## src/rtl/lor_defs.svh

```systemverilog
// Opcode, bit position and reset value constants for the OR execution unit
`ifndef LOR_DEFS_SVH
`define LOR_DEFS_SVH
`define LOR_OP_IND_HI    7'h23
`define LOR_OP_REG_HI    5'h09
`define LOR_OP_DIR       8'h45
`define LOR_OP_BIT       8'h72
`define LOR_OP_NBIT      8'ha0
`define LOR_OP_IMM_MEM   8'h43
`define LOR_OP_ACC_MEM   8'h42
`define LOR_ACC_RST      8'h00
`define LOR_CY_BIT       7
`define LOR_P_BIT        0
`define LOR_PSW_RST      8'h00
`endif

```

## src/rtl/lor_pkg.sv

```systemverilog
// Types for the OR execution unit
package lor_pkg;
    typedef enum logic [2:0] {
        LOR_IDLE,
        LOR_RDMEM,
        LOR_EXEC,
        LOR_BITRD,
        LOR_BITEX
    } lor_state_t;
endpackage

```

## src/rtl/lor_exec.sv

```systemverilog
// OR instruction family execution unit
//
// Contract
// RULE1: Opcode 0100011r ORs via working register 0 or 1 in one cycle; the code raises done_ff three cycles after accepting it.
// RULE2: The indirect form ORs memory at the register value into acc.
// RULE3: Every byte OR sets each result bit when either operand bit is 1.
// RULE4: Opcode 01001rrr ORs working register rrr into acc in one cycle.
// RULE5: Opcode 01000101 plus an address ORs that byte into acc.
// RULE6: Opcode 01110010 plus a bit address ORs the bit into carry.
// RULE7: Opcode 10100000 plus a bit address ORs the inverted bit into carry.
// RULE8: The complemented bit form never writes the addressed bit.
// RULE9: Opcode 01000011 plus address and immediate writes their OR back.
// RULE10: The acc-to-memory form writes memory OR acc, acc unchanged.
// RULE11: The acc-to-memory form is opcode 01000010 plus an address byte.
// RULE12: Acc writes update parity; only the bit forms alter carry.
`timescale 1ns/1ps
`include "lor_defs.svh"
module lor_exec (
    // Clock and reset
    input  wire logic       clk_sys,
    input  wire logic       resetn,
    input  wire logic       clk_en,
    // Instruction in
    input  wire logic       ins_valid,
    input  wire logic [7:0] ins_op,
    input  wire logic [7:0] ins_b1,
    input  wire logic [7:0] ins_b2,
    // Working registers and memory read data
    input  wire logic [7:0] working_register [8],
    input  wire logic [7:0] mem_rdata,
    // Memory port
    output logic            mem_re_ff,
    output logic            mem_we_ff,
    output logic [7:0]      mem_addr_ff,
    output logic [7:0]      mem_wdata_ff,
    // Status
    output logic [7:0]      acc_ff,
    output logic [7:0]      program_status_word_ff,
    output logic            busy_ff,
    output logic            done_ff
);
    // ==========================================================
    // Reset release
    logic rst_s1_ff;
    logic rst_n_ff;
    always_ff @(posedge clk_sys or negedge resetn) begin
        if (!resetn) begin
            rst_s1_ff <= 1'b0;
            rst_n_ff  <= 1'b0;
        end else begin
            rst_s1_ff <= 1'b1;
            rst_n_ff  <= rst_s1_ff;
        end
    end

    // ==========================================================
    // Execution state
    lor_pkg::lor_state_t state_ff, nxt_state;
    logic [7:0] op_ff, nxt_op;
    logic [7:0] imm_ff, nxt_imm;
    logic [2:0] bitsel_ff, nxt_bitsel;
    logic [7:0] nxt_acc, nxt_psw, nxt_addr, nxt_wdata;
    logic       nxt_re, nxt_we, nxt_busy, nxt_done;
    logic [7:0] res;
    logic       sel_bit;

    always_comb begin
        nxt_state  = state_ff;
        nxt_op     = op_ff;
        nxt_imm    = imm_ff;
        nxt_bitsel = bitsel_ff;
        nxt_acc    = acc_ff;
        nxt_psw    = program_status_word_ff;
        nxt_addr   = mem_addr_ff;
        nxt_wdata  = mem_wdata_ff;
        nxt_re     = 1'b0;
        nxt_we     = 1'b0;
        nxt_busy   = busy_ff;
        nxt_done   = 1'b0;
        res        = 8'h00;
        sel_bit    = 1'b0;
        case (state_ff)
            lor_pkg::LOR_IDLE: begin
                if (ins_valid) begin
                    nxt_op = ins_op;
                    nxt_imm = ins_b2;
                    if (ins_op[7:3] == `LOR_OP_REG_HI) begin
                        // Register operand is at hand: finish now
                        res = acc_ff | working_register[ins_op[2:0]]; // RULE3
                        nxt_acc = res; // RULE4
                        nxt_psw[`LOR_P_BIT] = ^res; // RULE12
                        nxt_done = 1'b1;
                    end else if (ins_op[7:1] == `LOR_OP_IND_HI) begin
                        nxt_addr = working_register[{2'b00, ins_op[0]}]; // RULE1 RULE2
                        nxt_re = 1'b1;
                        nxt_busy = 1'b1;
                        nxt_state = lor_pkg::LOR_RDMEM;
                    end else if (ins_op == `LOR_OP_DIR || // RULE5
                                 ins_op == `LOR_OP_IMM_MEM || // RULE9
                                 ins_op == `LOR_OP_ACC_MEM) begin // RULE11
                        nxt_addr = ins_b1;
                        nxt_re = 1'b1;
                        nxt_busy = 1'b1;
                        nxt_state = lor_pkg::LOR_RDMEM;
                    end else if (ins_op == `LOR_OP_BIT ||
                                 ins_op == `LOR_OP_NBIT) begin // RULE6 RULE7
                        // Bit space maps low half to bytes 20h..2fh,
                        // high half to byte-aligned special registers
                        nxt_addr = ins_b1[7] ? {ins_b1[7:3], 3'b000}
                                             : {4'h2, ins_b1[6:3]};
                        nxt_bitsel = ins_b1[2:0];
                        nxt_re = 1'b1;
                        nxt_busy = 1'b1;
                        nxt_state = lor_pkg::LOR_BITRD;
                    end else begin
                        nxt_done = 1'b1;
                    end
                end
            end
            lor_pkg::LOR_RDMEM: begin
                nxt_state = lor_pkg::LOR_EXEC;
            end
            lor_pkg::LOR_EXEC: begin
                if (op_ff == `LOR_OP_IMM_MEM) begin
                    nxt_wdata = mem_rdata | imm_ff; // RULE9 RULE3
                    nxt_we = 1'b1;
                end else if (op_ff == `LOR_OP_ACC_MEM) begin
                    // Accumulator and parity stay as they are
                    nxt_wdata = mem_rdata | acc_ff; // RULE10 RULE3
                    nxt_we = 1'b1;
                end else begin
                    res = acc_ff | mem_rdata; // RULE2 RULE3 RULE5
                    nxt_acc = res;
                    nxt_psw[`LOR_P_BIT] = ^res; // RULE12
                end
                nxt_busy = 1'b0;
                nxt_done = 1'b1;
                nxt_state = lor_pkg::LOR_IDLE;
            end
            lor_pkg::LOR_BITRD: begin
                nxt_state = lor_pkg::LOR_BITEX;
            end
            lor_pkg::LOR_BITEX: begin
                // Read only: the addressed bit is never written back
                sel_bit = mem_rdata[bitsel_ff]; // RULE8
                if (op_ff == `LOR_OP_NBIT)
                    nxt_psw[`LOR_CY_BIT] =
                        program_status_word_ff[`LOR_CY_BIT] | ~sel_bit; // RULE7
                else
                    nxt_psw[`LOR_CY_BIT] =
                        program_status_word_ff[`LOR_CY_BIT] | sel_bit; // RULE6
                nxt_busy = 1'b0;
                nxt_done = 1'b1;
                nxt_state = lor_pkg::LOR_IDLE;
            end
            default: begin
                nxt_state = lor_pkg::LOR_IDLE;
                nxt_busy = 1'b0;
            end
        endcase
    end

    always_ff @(posedge clk_sys or negedge rst_n_ff) begin
        if (!rst_n_ff) begin
            state_ff               <= lor_pkg::LOR_IDLE;
            op_ff                  <= 8'h00;
            imm_ff                 <= 8'h00;
            bitsel_ff              <= 3'h0;
            acc_ff                 <= `LOR_ACC_RST;
            program_status_word_ff <= `LOR_PSW_RST;
            mem_addr_ff            <= 8'h00;
            mem_wdata_ff           <= 8'h00;
            mem_re_ff              <= 1'b0;
            mem_we_ff              <= 1'b0;
            busy_ff                <= 1'b0;
            done_ff                <= 1'b0;
        end else if (clk_en) begin
            state_ff               <= nxt_state;
            op_ff                  <= nxt_op;
            imm_ff                 <= nxt_imm;
            bitsel_ff              <= nxt_bitsel;
            acc_ff                 <= nxt_acc;
            program_status_word_ff <= nxt_psw;
            mem_addr_ff            <= nxt_addr;
            mem_wdata_ff           <= nxt_wdata;
            mem_re_ff              <= nxt_re;
            mem_we_ff              <= nxt_we;
            busy_ff                <= nxt_busy;
            done_ff                <= nxt_done;
        end
    end
endmodule

```

## config.mk

```make
export PLATFORM = sky130hd
export DESIGN_NAME = lor_exec
export DESIGN_NICKNAME = d
export VERILOG_FILES = /design/src/rtl/lor_pkg.sv /design/src/rtl/lor_exec.sv
export VERILOG_INCLUDE_DIRS = /design/src /design/src/rtl
export SDC_FILE = /design/constraint.sdc
export NUM_CORES = 1
export LEC_CHECK = 0
export ABC_AREA = 1
export ABC_CLOCK_PERIOD_IN_PS = 1900
export BUFFER_PORTS_ARGS = -buffer_cell sky130_fd_sc_hd__buf_2
export CORE_MARGIN = 5
export CORE_UTILIZATION = 40
export CTS_BUF_LIST = sky130_fd_sc_hd__clkbuf_8 sky130_fd_sc_hd__clkbuf_16
export DETAILED_ROUTE_END_ITERATION = 12
export MAX_ROUTING_LAYER = met4
export PLACE_DENSITY = 0.67
export SETUP_SLACK_MARGIN = 0.1
export SLEW_MARGIN = 20
export SYNTH_ARGS = -nofsm -noshare
export SYNTH_HDL_FRONTEND = slang
export SYNTH_SLANG_ARGS = --single-unit
```

## constraint.sdc

```tcl
create_clock -name clk_sys -period 1.9 [get_ports clk_sys]
set_input_delay 0.19 -clock clk_sys [delete_from_list [all_inputs] [get_ports clk_sys]]
set_output_delay 0.19 -clock clk_sys [all_outputs]
set_load 0.05 [all_outputs]
```

==> impl_metrics.json, run 1 <==
{
  "p_seq_frac": 0.335,
  "cellLeakagePower_nw": 2.724,
  "remaining_drc_errors": 0,
  "coreArea_um2": 9153,
  "p_comb_frac": 0.547,
  "clk_pin_slew_ps": 100,
  "antenna_cells": 0,
  "overflow": 0,
  "cts_made_buffers": 5,
  "vias_per_cell": 4.927,
  "routed_wl_um": 11230,
  "start_kind": "register",
  "die_y_um": 106.6,
  "vdd_drop_max_uv": 421.6,
  "clock_skew_ps": 4.387,
  "slew_violations": 0,
  "synth_flop_cell": "dfrtp_1",
  "cts_max_path_buffers": 2,
  "postSynthAreaPerCell_um2": 6.546,
  "post-route-min-period_ps": 1749,
  "swShare": 0.4953,
  "cp-end-kind": "register",
  "hpwl_um": 9007,
  "gp_congestion": 0.8439,
  "ys_seq_area_frac": 0.3622,
  "drt-wirelength-per-cell_um": 13.63,
  "syn_inst": 570,
  "dr.pass1.iters": 4,
  "worstSetupPathType": "register to register",
  "grt_pass1_wl_um": 18620,
  "fp.dieW_um": 106.6,
  "power_density_nw_per_um2": 1162,
  "finalSetupViolCount": 0,
  "fin_tns_setup_ps": 0,
  "insertion_delay_ps": 300,
  "rows": 35,
  "grt.total_usage": 0.2036,
  "async_reset_ff_frac": 1.000,
  "p_clk_frac": 0.118,
  "synthToLayoutAreaGrowth_pct": 28.64,
  "synth_edf_count": 0,
  "die_area_um2": 11360,
  "clock-root-buffer": "clkbuf_8",
  "pre_cts_ws_ps": 126.2,
  "ys_types": 40,
  "p_sw_mw": 2.761,
  "status": "complete, no violations",
  "ioPinCount": 136,
  "tritoncts": "done",
  "multi_input_area_um2": 2130,
  "first_global_vias": 3965,
  "rsz0062_at_grt": "yes",
  "hold_viol_final": 0,
  "port_buffers": 129,
  "fillers": 934,
  "antenna_left": 0,
  "yosys_warnings": 0,
  "syn_area_um2": 3731,
  "arrival_ps": 1980,
  "grt_max_degree": 53,
  "h-tree-depth": 2,
  "worst-path-max-fanout": 7,
  "fin_ws_ps": 150.8,
  "vias": 4060,
  "max-cap-violations": 0,
  "period_share": 0.9206,
  "max_freq_mhz": 571.7,
  "antenna_found_initial": 0,
  "min_path_type": "input pin to register",
  "regArea_um2": 1353,
  "nets": 812,
  "required_ps": 2140,
  "drtIter0Drc": 221,
  "ys_ff_latch": 54,
  "start_util": 0.4077,
  "final_core_util": 0.5244,
  "drive_gt1_frac": 0.2847,
  "p_int_mw": 2.814,
  "cts.sinks": 54
}
## worst max-delay path, cell delays in order, from the launching register on
cell and delay, ps:
dfrtp_1 390, or2_1 250, nor3b_2 230, nand3_2 120, nor2_4 200, nor2_2 80, buf_6 140, o21ai_0 90
a21oi_1 60, a21oi_1 120
## worst paths after layout
| check | from | endpoint | slack, ps | cells after the start |
|---|---|---|---|---|
| min in group asynchronous | resetn | rst_s1_ff$_DFF_PN0_ | 190 | 2 |
| max in group asynchronous | rst_n_ff$_DFF_PN0_ | busy_ff$_DFFE_PN0P_ | 1390 | 1 |
| max reg2reg | op_ff[2]$_DFFE_PN0P_ | acc_ff[5]$_DFFE_PN0P_ | 150 | 9 |
| max | op_ff[2]$_DFFE_PN0P_ | acc_ff[5]$_DFFE_PN0P_ | 150 | 9 |
| min | ins_b2[3] | imm_ff[3]$_DFFE_PN0P_ | 80 | 3 |
| min reg2reg | rst_n_ff$_DFF_PN0_ | mem_wdata_ff[0]$_DFFE_PN0P_ | 260 | 1 |
## kinds of logic after synthesis
family | synth area share
AND/OR/NAND/NOR | 0.3853
flip-flops | 0.3622
AO/OA/AOI/OAI | 0.1201
other | 0.002013
multiplexers | 0.006036
buffers and inverters | 0.1056
XOR/XNOR | 0.01878
## metal layers
metal,global-route usage,routed length (um),vias up
met5,-,0,-
met4,0.04749,138,0
met3,0.02649,716,11
met2,0.3242,5310,157
met1,0.2785,5066,1805
li1,-,-,2087
## cell type report
class	instances	area share
clock buffer	6	0.01721
tap	111	0.02894
clock inverter	2	0.001825
timing repair buffer	154	0.1801
multi-input combinational	439	0.4437
inverter	58	0.04640
sequential	54	0.2818
## layout by cell type, fill, tap and decap left out, types with 2 or more instances in the layout
cell type,synthesis,final
o21ai_2,1,4
nor4_2,2,2
xnor2_1,5,5
o31ai_2,1,5
nand4_1,2,2
xor2_1,3,3
nor2_4,1,2
buf_6,6,3
inv_1,53,52
nand3_1,41,40
o31ai_4,0,2
nor2_2,6,6
dfrtp_1,54,53
o22ai_1,6,6
inv_2,3,4
nor3_2,0,3
or2_2,2,2
a21oi_1,15,15
a31oi_1,7,7
buf_2,7,130
mux2_2,2,2
nand2_1,224,222
nor2_1,46,45
o21ai_0,34,31
inv_4,1,2
nand2_2,2,3
o21ai_1,2,2
nor3_1,14,10
buf_4,8,18
clkbuf_8,0,6
conb_1,2,7
## power by group through the flow
stage               clock network, mW  registers, mW  logic, mW
floorplan                           0           2.61       1.35
global placement                    0           1.86       2.81
detailed placement                  0           1.87       2.85
CTS                             0.675           1.85       2.86
global route                    0.725           1.93       3.34
finish                          0.656           1.87       3.05
## synth_stat cells, types with 5 or more instances
master	instances	area, um2
a21oi_1	15	75.07
a31oi_1	7	43.79
buf_2	7	35.03
buf_4	8	60.06
buf_6	6	67.56
dfrtp_1	54	1351
inv_1	53	198.9
nand2_1	224	840.8
nand3_1	41	205.2
nor2_1	46	172.7
nor2_2	6	37.54
nor3_1	14	70.07
o21ai_0	34	170.2
o22ai_1	6	37.54
o31ai_1	7	52.55
xnor2_1	5	43.79
## sequential cells by signal, summed over array words and instances (netlist names)
name and cells:
acc_ff 8, imm_ff 8, mem_addr_ff 8, mem_wdata_ff 8, op_ff 8, bitsel_ff 3, state_ff 3, program_status_word_ff 2
busy_ff 1, done_ff 1, mem_re_ff 1, mem_we_ff 1, rst_n_ff 1, rst_s1_ff 1
## metrics by stage
step,std cells,total power [mW],area [um2],hold slack (ps)
detailed placement,806,4.715,4487,-19.55
global placement,806,4.668,4487,-25.27
finish,824,5.575,4800,76.59
global route,824,5.992,4800,72.95
CTS,815,5.381,4588,71.08
floorplan,575,3.964,3750,-105.6
## what timing repair did
item / CTS / global route
hold endpoints to repair: 2 / 0
hold buffers: 1 / 0
buffers inserted: 0 / 8
resized for setup: 0 / 38
setup endpoints to repair: 0 / 15
No activity file was read; power rests on OpenSTA's default activity.
==> run 2, diff against run 1 <==
- ABC_CLOCK_PERIOD_IN_PS: 1900 -> 2050
- clock period: 1.9 -> 2.05 ns (I/O delays scaled with it)
==> impl_metrics.json, run 2 (synthesis results as in run 1) <==
{
  "status": "complete, no violations",
  "p_clk_frac": 0.127,
  "grt_max_degree": 31,
  "start_util": 0.4077,
  "rows": 35,
  "final_common_cell": "nand2_1",
  "cp.depth": 7,
  "antenna_found_initial": 0,
  "cp-end-kind": "register",
  "p_sw_mw": 2.539,
  "synthToLayoutAreaGrowth_pct": 23.61,
  "dr_wl_met2_um": 4923,
  "post-route-min-period_ps": 1753,
  "fin_tns_setup_ps": 0,
  "drtIter0Drc": 232,
  "power_density_nw_per_um2": 1092,
  "max_freq_mhz": 570.5,
  "remaining_drc_errors": 0,
  "p_seq_frac": 0.343,
  "tritoncts": "done",
  "hpwl_um": 9155,
  "grt_pass1_wl_um": 18540,
  "worst-path-max-fanout": 11,
  "worstMarginPinSlew_ps": 609.5,
  "overflow": 0,
  "antenna_cells": 0,
  "p_comb_frac": 0.530,
  "clock-root-buffer": "clkbuf_8",
  "period_share": 0.8551,
  "die_area_um2": 11360,
  "arrival_ps": 1960,
  "final_core_util": 0.5039,
  "coreArea_um2": 9153,
  "vias_per_cell": 4.889,
  "worstHoldPathCells": 3,
  "critical_path_buf_inv_count": 1,
  "cts.sinks": 54,
  "wl_met3_um": 675,
  "ioPinCount": 136,
  "gp_congestion": 0.9446,
  "die_y_um": 106.6,
  "cpPeakStageDelay_ps": 440,
  "layout_common_cells": "224 x nand2_1, 129 x buf_2, 53 x inv_1, 53 x dfrtp_1, 46 x nor2_1",
  "required_ps": 2260,
  "vdd_drop_max_uv": 433.2,
  "vias": 3975,
  "min_path_type": "input pin to register",
  "clk_pin_slew_ps": 110,
  "cp_top_family": "simple AND/OR/NAND/NOR gates",
  "routedLengthMet1_um": 5232,
  "p_int_mw": 2.496,
  "maxUsedRoutingLayer": "met4",
  "start_kind": "register",
  "multi_input_area_um2": 2024,
  "first_global_vias": 3958,
  "nets": 801,
  "maxSlewHeadroom": 0.5937,
  "insertion_delay_ps": 320,
  "rsz0062_at_grt": "no",
  "finalSetupViolCount": 0,
  "slew_violations": 0,
  "fp.dieW_um": 106.6,
  "h-tree-depth": 2,
  "cts_max_path_buffers": 2,
  "post_cts_buffers": 0,
  "swShare": 0.5043,
  "worstSetupPathType": "register to register",
  "cts_made_buffers": 5,
  "max-cap-violations": 0,
  "hold_viol_final": 0,
  "dr.pass1.iters": 4,
  "drive_gt1_frac": 0.2479,
  "antenna_left": 0,
  "fillers": 967,
  "critPathSlowestCell": "dfrtp_1",
  "cp_cell_sequence": "nor2_1, nand2_1, nor2_1, nand2_4, clkinv_1, nand2_1, mux2_2",
  "cellLeakagePower_nw": 2.656,
  "clock_skew_ps": 12.76,
  "routed_wl_um": 11070,
  "port_buffers": 129,
  "regArea_um2": 1353,
  "drt-wirelength-per-cell_um": 13.62,
  "worst-r2r-cell-count": 7,
  "grt.total_usage": 0.2045
}
==> run 2: timing repair <==
item | CTS | global route
setup endpoints to repair | 0 | 19
hold endpoints to repair | 2 | 0
hold buffers | 1 | 0
gates resized for setup | 0 | 4
==> run 2: path summary, 6_finish.rpt <==
| kind | start | end | slack [ps] |
|---|---|---|---|
| worst max register to register | state_ff[2]$_DFFE_PN0P_ | bitsel_ff[1]$_DFFE_PN0P_ | 300 |
| worst min register to register | rst_n_ff$_DFF_PN0_ | mem_wdata_ff[3]$_DFFE_PN0P_ | 290 |
| max in group asynchronous | rst_n_ff$_DFF_PN0_ | mem_addr_ff[6]$_DFFE_PN0P_ | 1190 |
| worst max-delay path | state_ff[2]$_DFFE_PN0P_ | bitsel_ff[1]$_DFFE_PN0P_ | 300 |
| worst min-delay path | ins_b2[4] | imm_ff[4]$_DFFE_PN0P_ | 70 |
| min in group asynchronous | resetn | rst_n_ff$_DFF_PN0_ | 190 |
==> run 2: layout make-up <==
| cell class | count | share of cell area |
|---|---|---|
| clock buffers | 5 | 0.01492 |
| clock inverters | 3 | 0.006240 |
| inverters | 58 | 0.04775 |
| multi-input cells | 439 | 0.4390 |
| flip-flops and latches | 54 | 0.2933 |
| well taps | 111 | 0.03011 |
| repair buffers | 143 | 0.1687 |
==> run 2: metal layers <==
layer  up-vias  GRT usage
met4         0    0.06027
met1      1732     0.2815
met2       153     0.3174
met5         -          -
met3        19    0.02709
li1       2071          -
==> run 2: through the flow <==
stage                     power [mW]  worst slack [ps]  std cells  hold WS [ps]  area [um2]
final                          5.035             297.0        813         70.68        4612
after global routing           5.411             105.3        813         68.13        4612
after CTS                      5.030             257.3        813         67.52        4592
after detailed placement       4.381             157.6        804        -7.551        4484
after global placement         4.322             210.0        804        -10.67        4484
after floorplan                3.674             311.7        575        -90.59        3750
==> run 2: worst register-to-register path, delay by kind of cell, from the launching register on <==
kind          cells  cell delay, ps
simple gates      5             810
flops             1             440
mux               1             310
buf+inv           1              90
==> run 2: power groups by stage <==
stage               Clock (mW)  Sequential (mW)  Combinational, mW
floorplan                    0             2.42               1.25
global placement             0             1.73               2.59
detailed placement           0             1.74               2.64
CTS                      0.656             1.72               2.65
global route             0.690             1.79               2.93
finish                   0.641             1.72               2.67
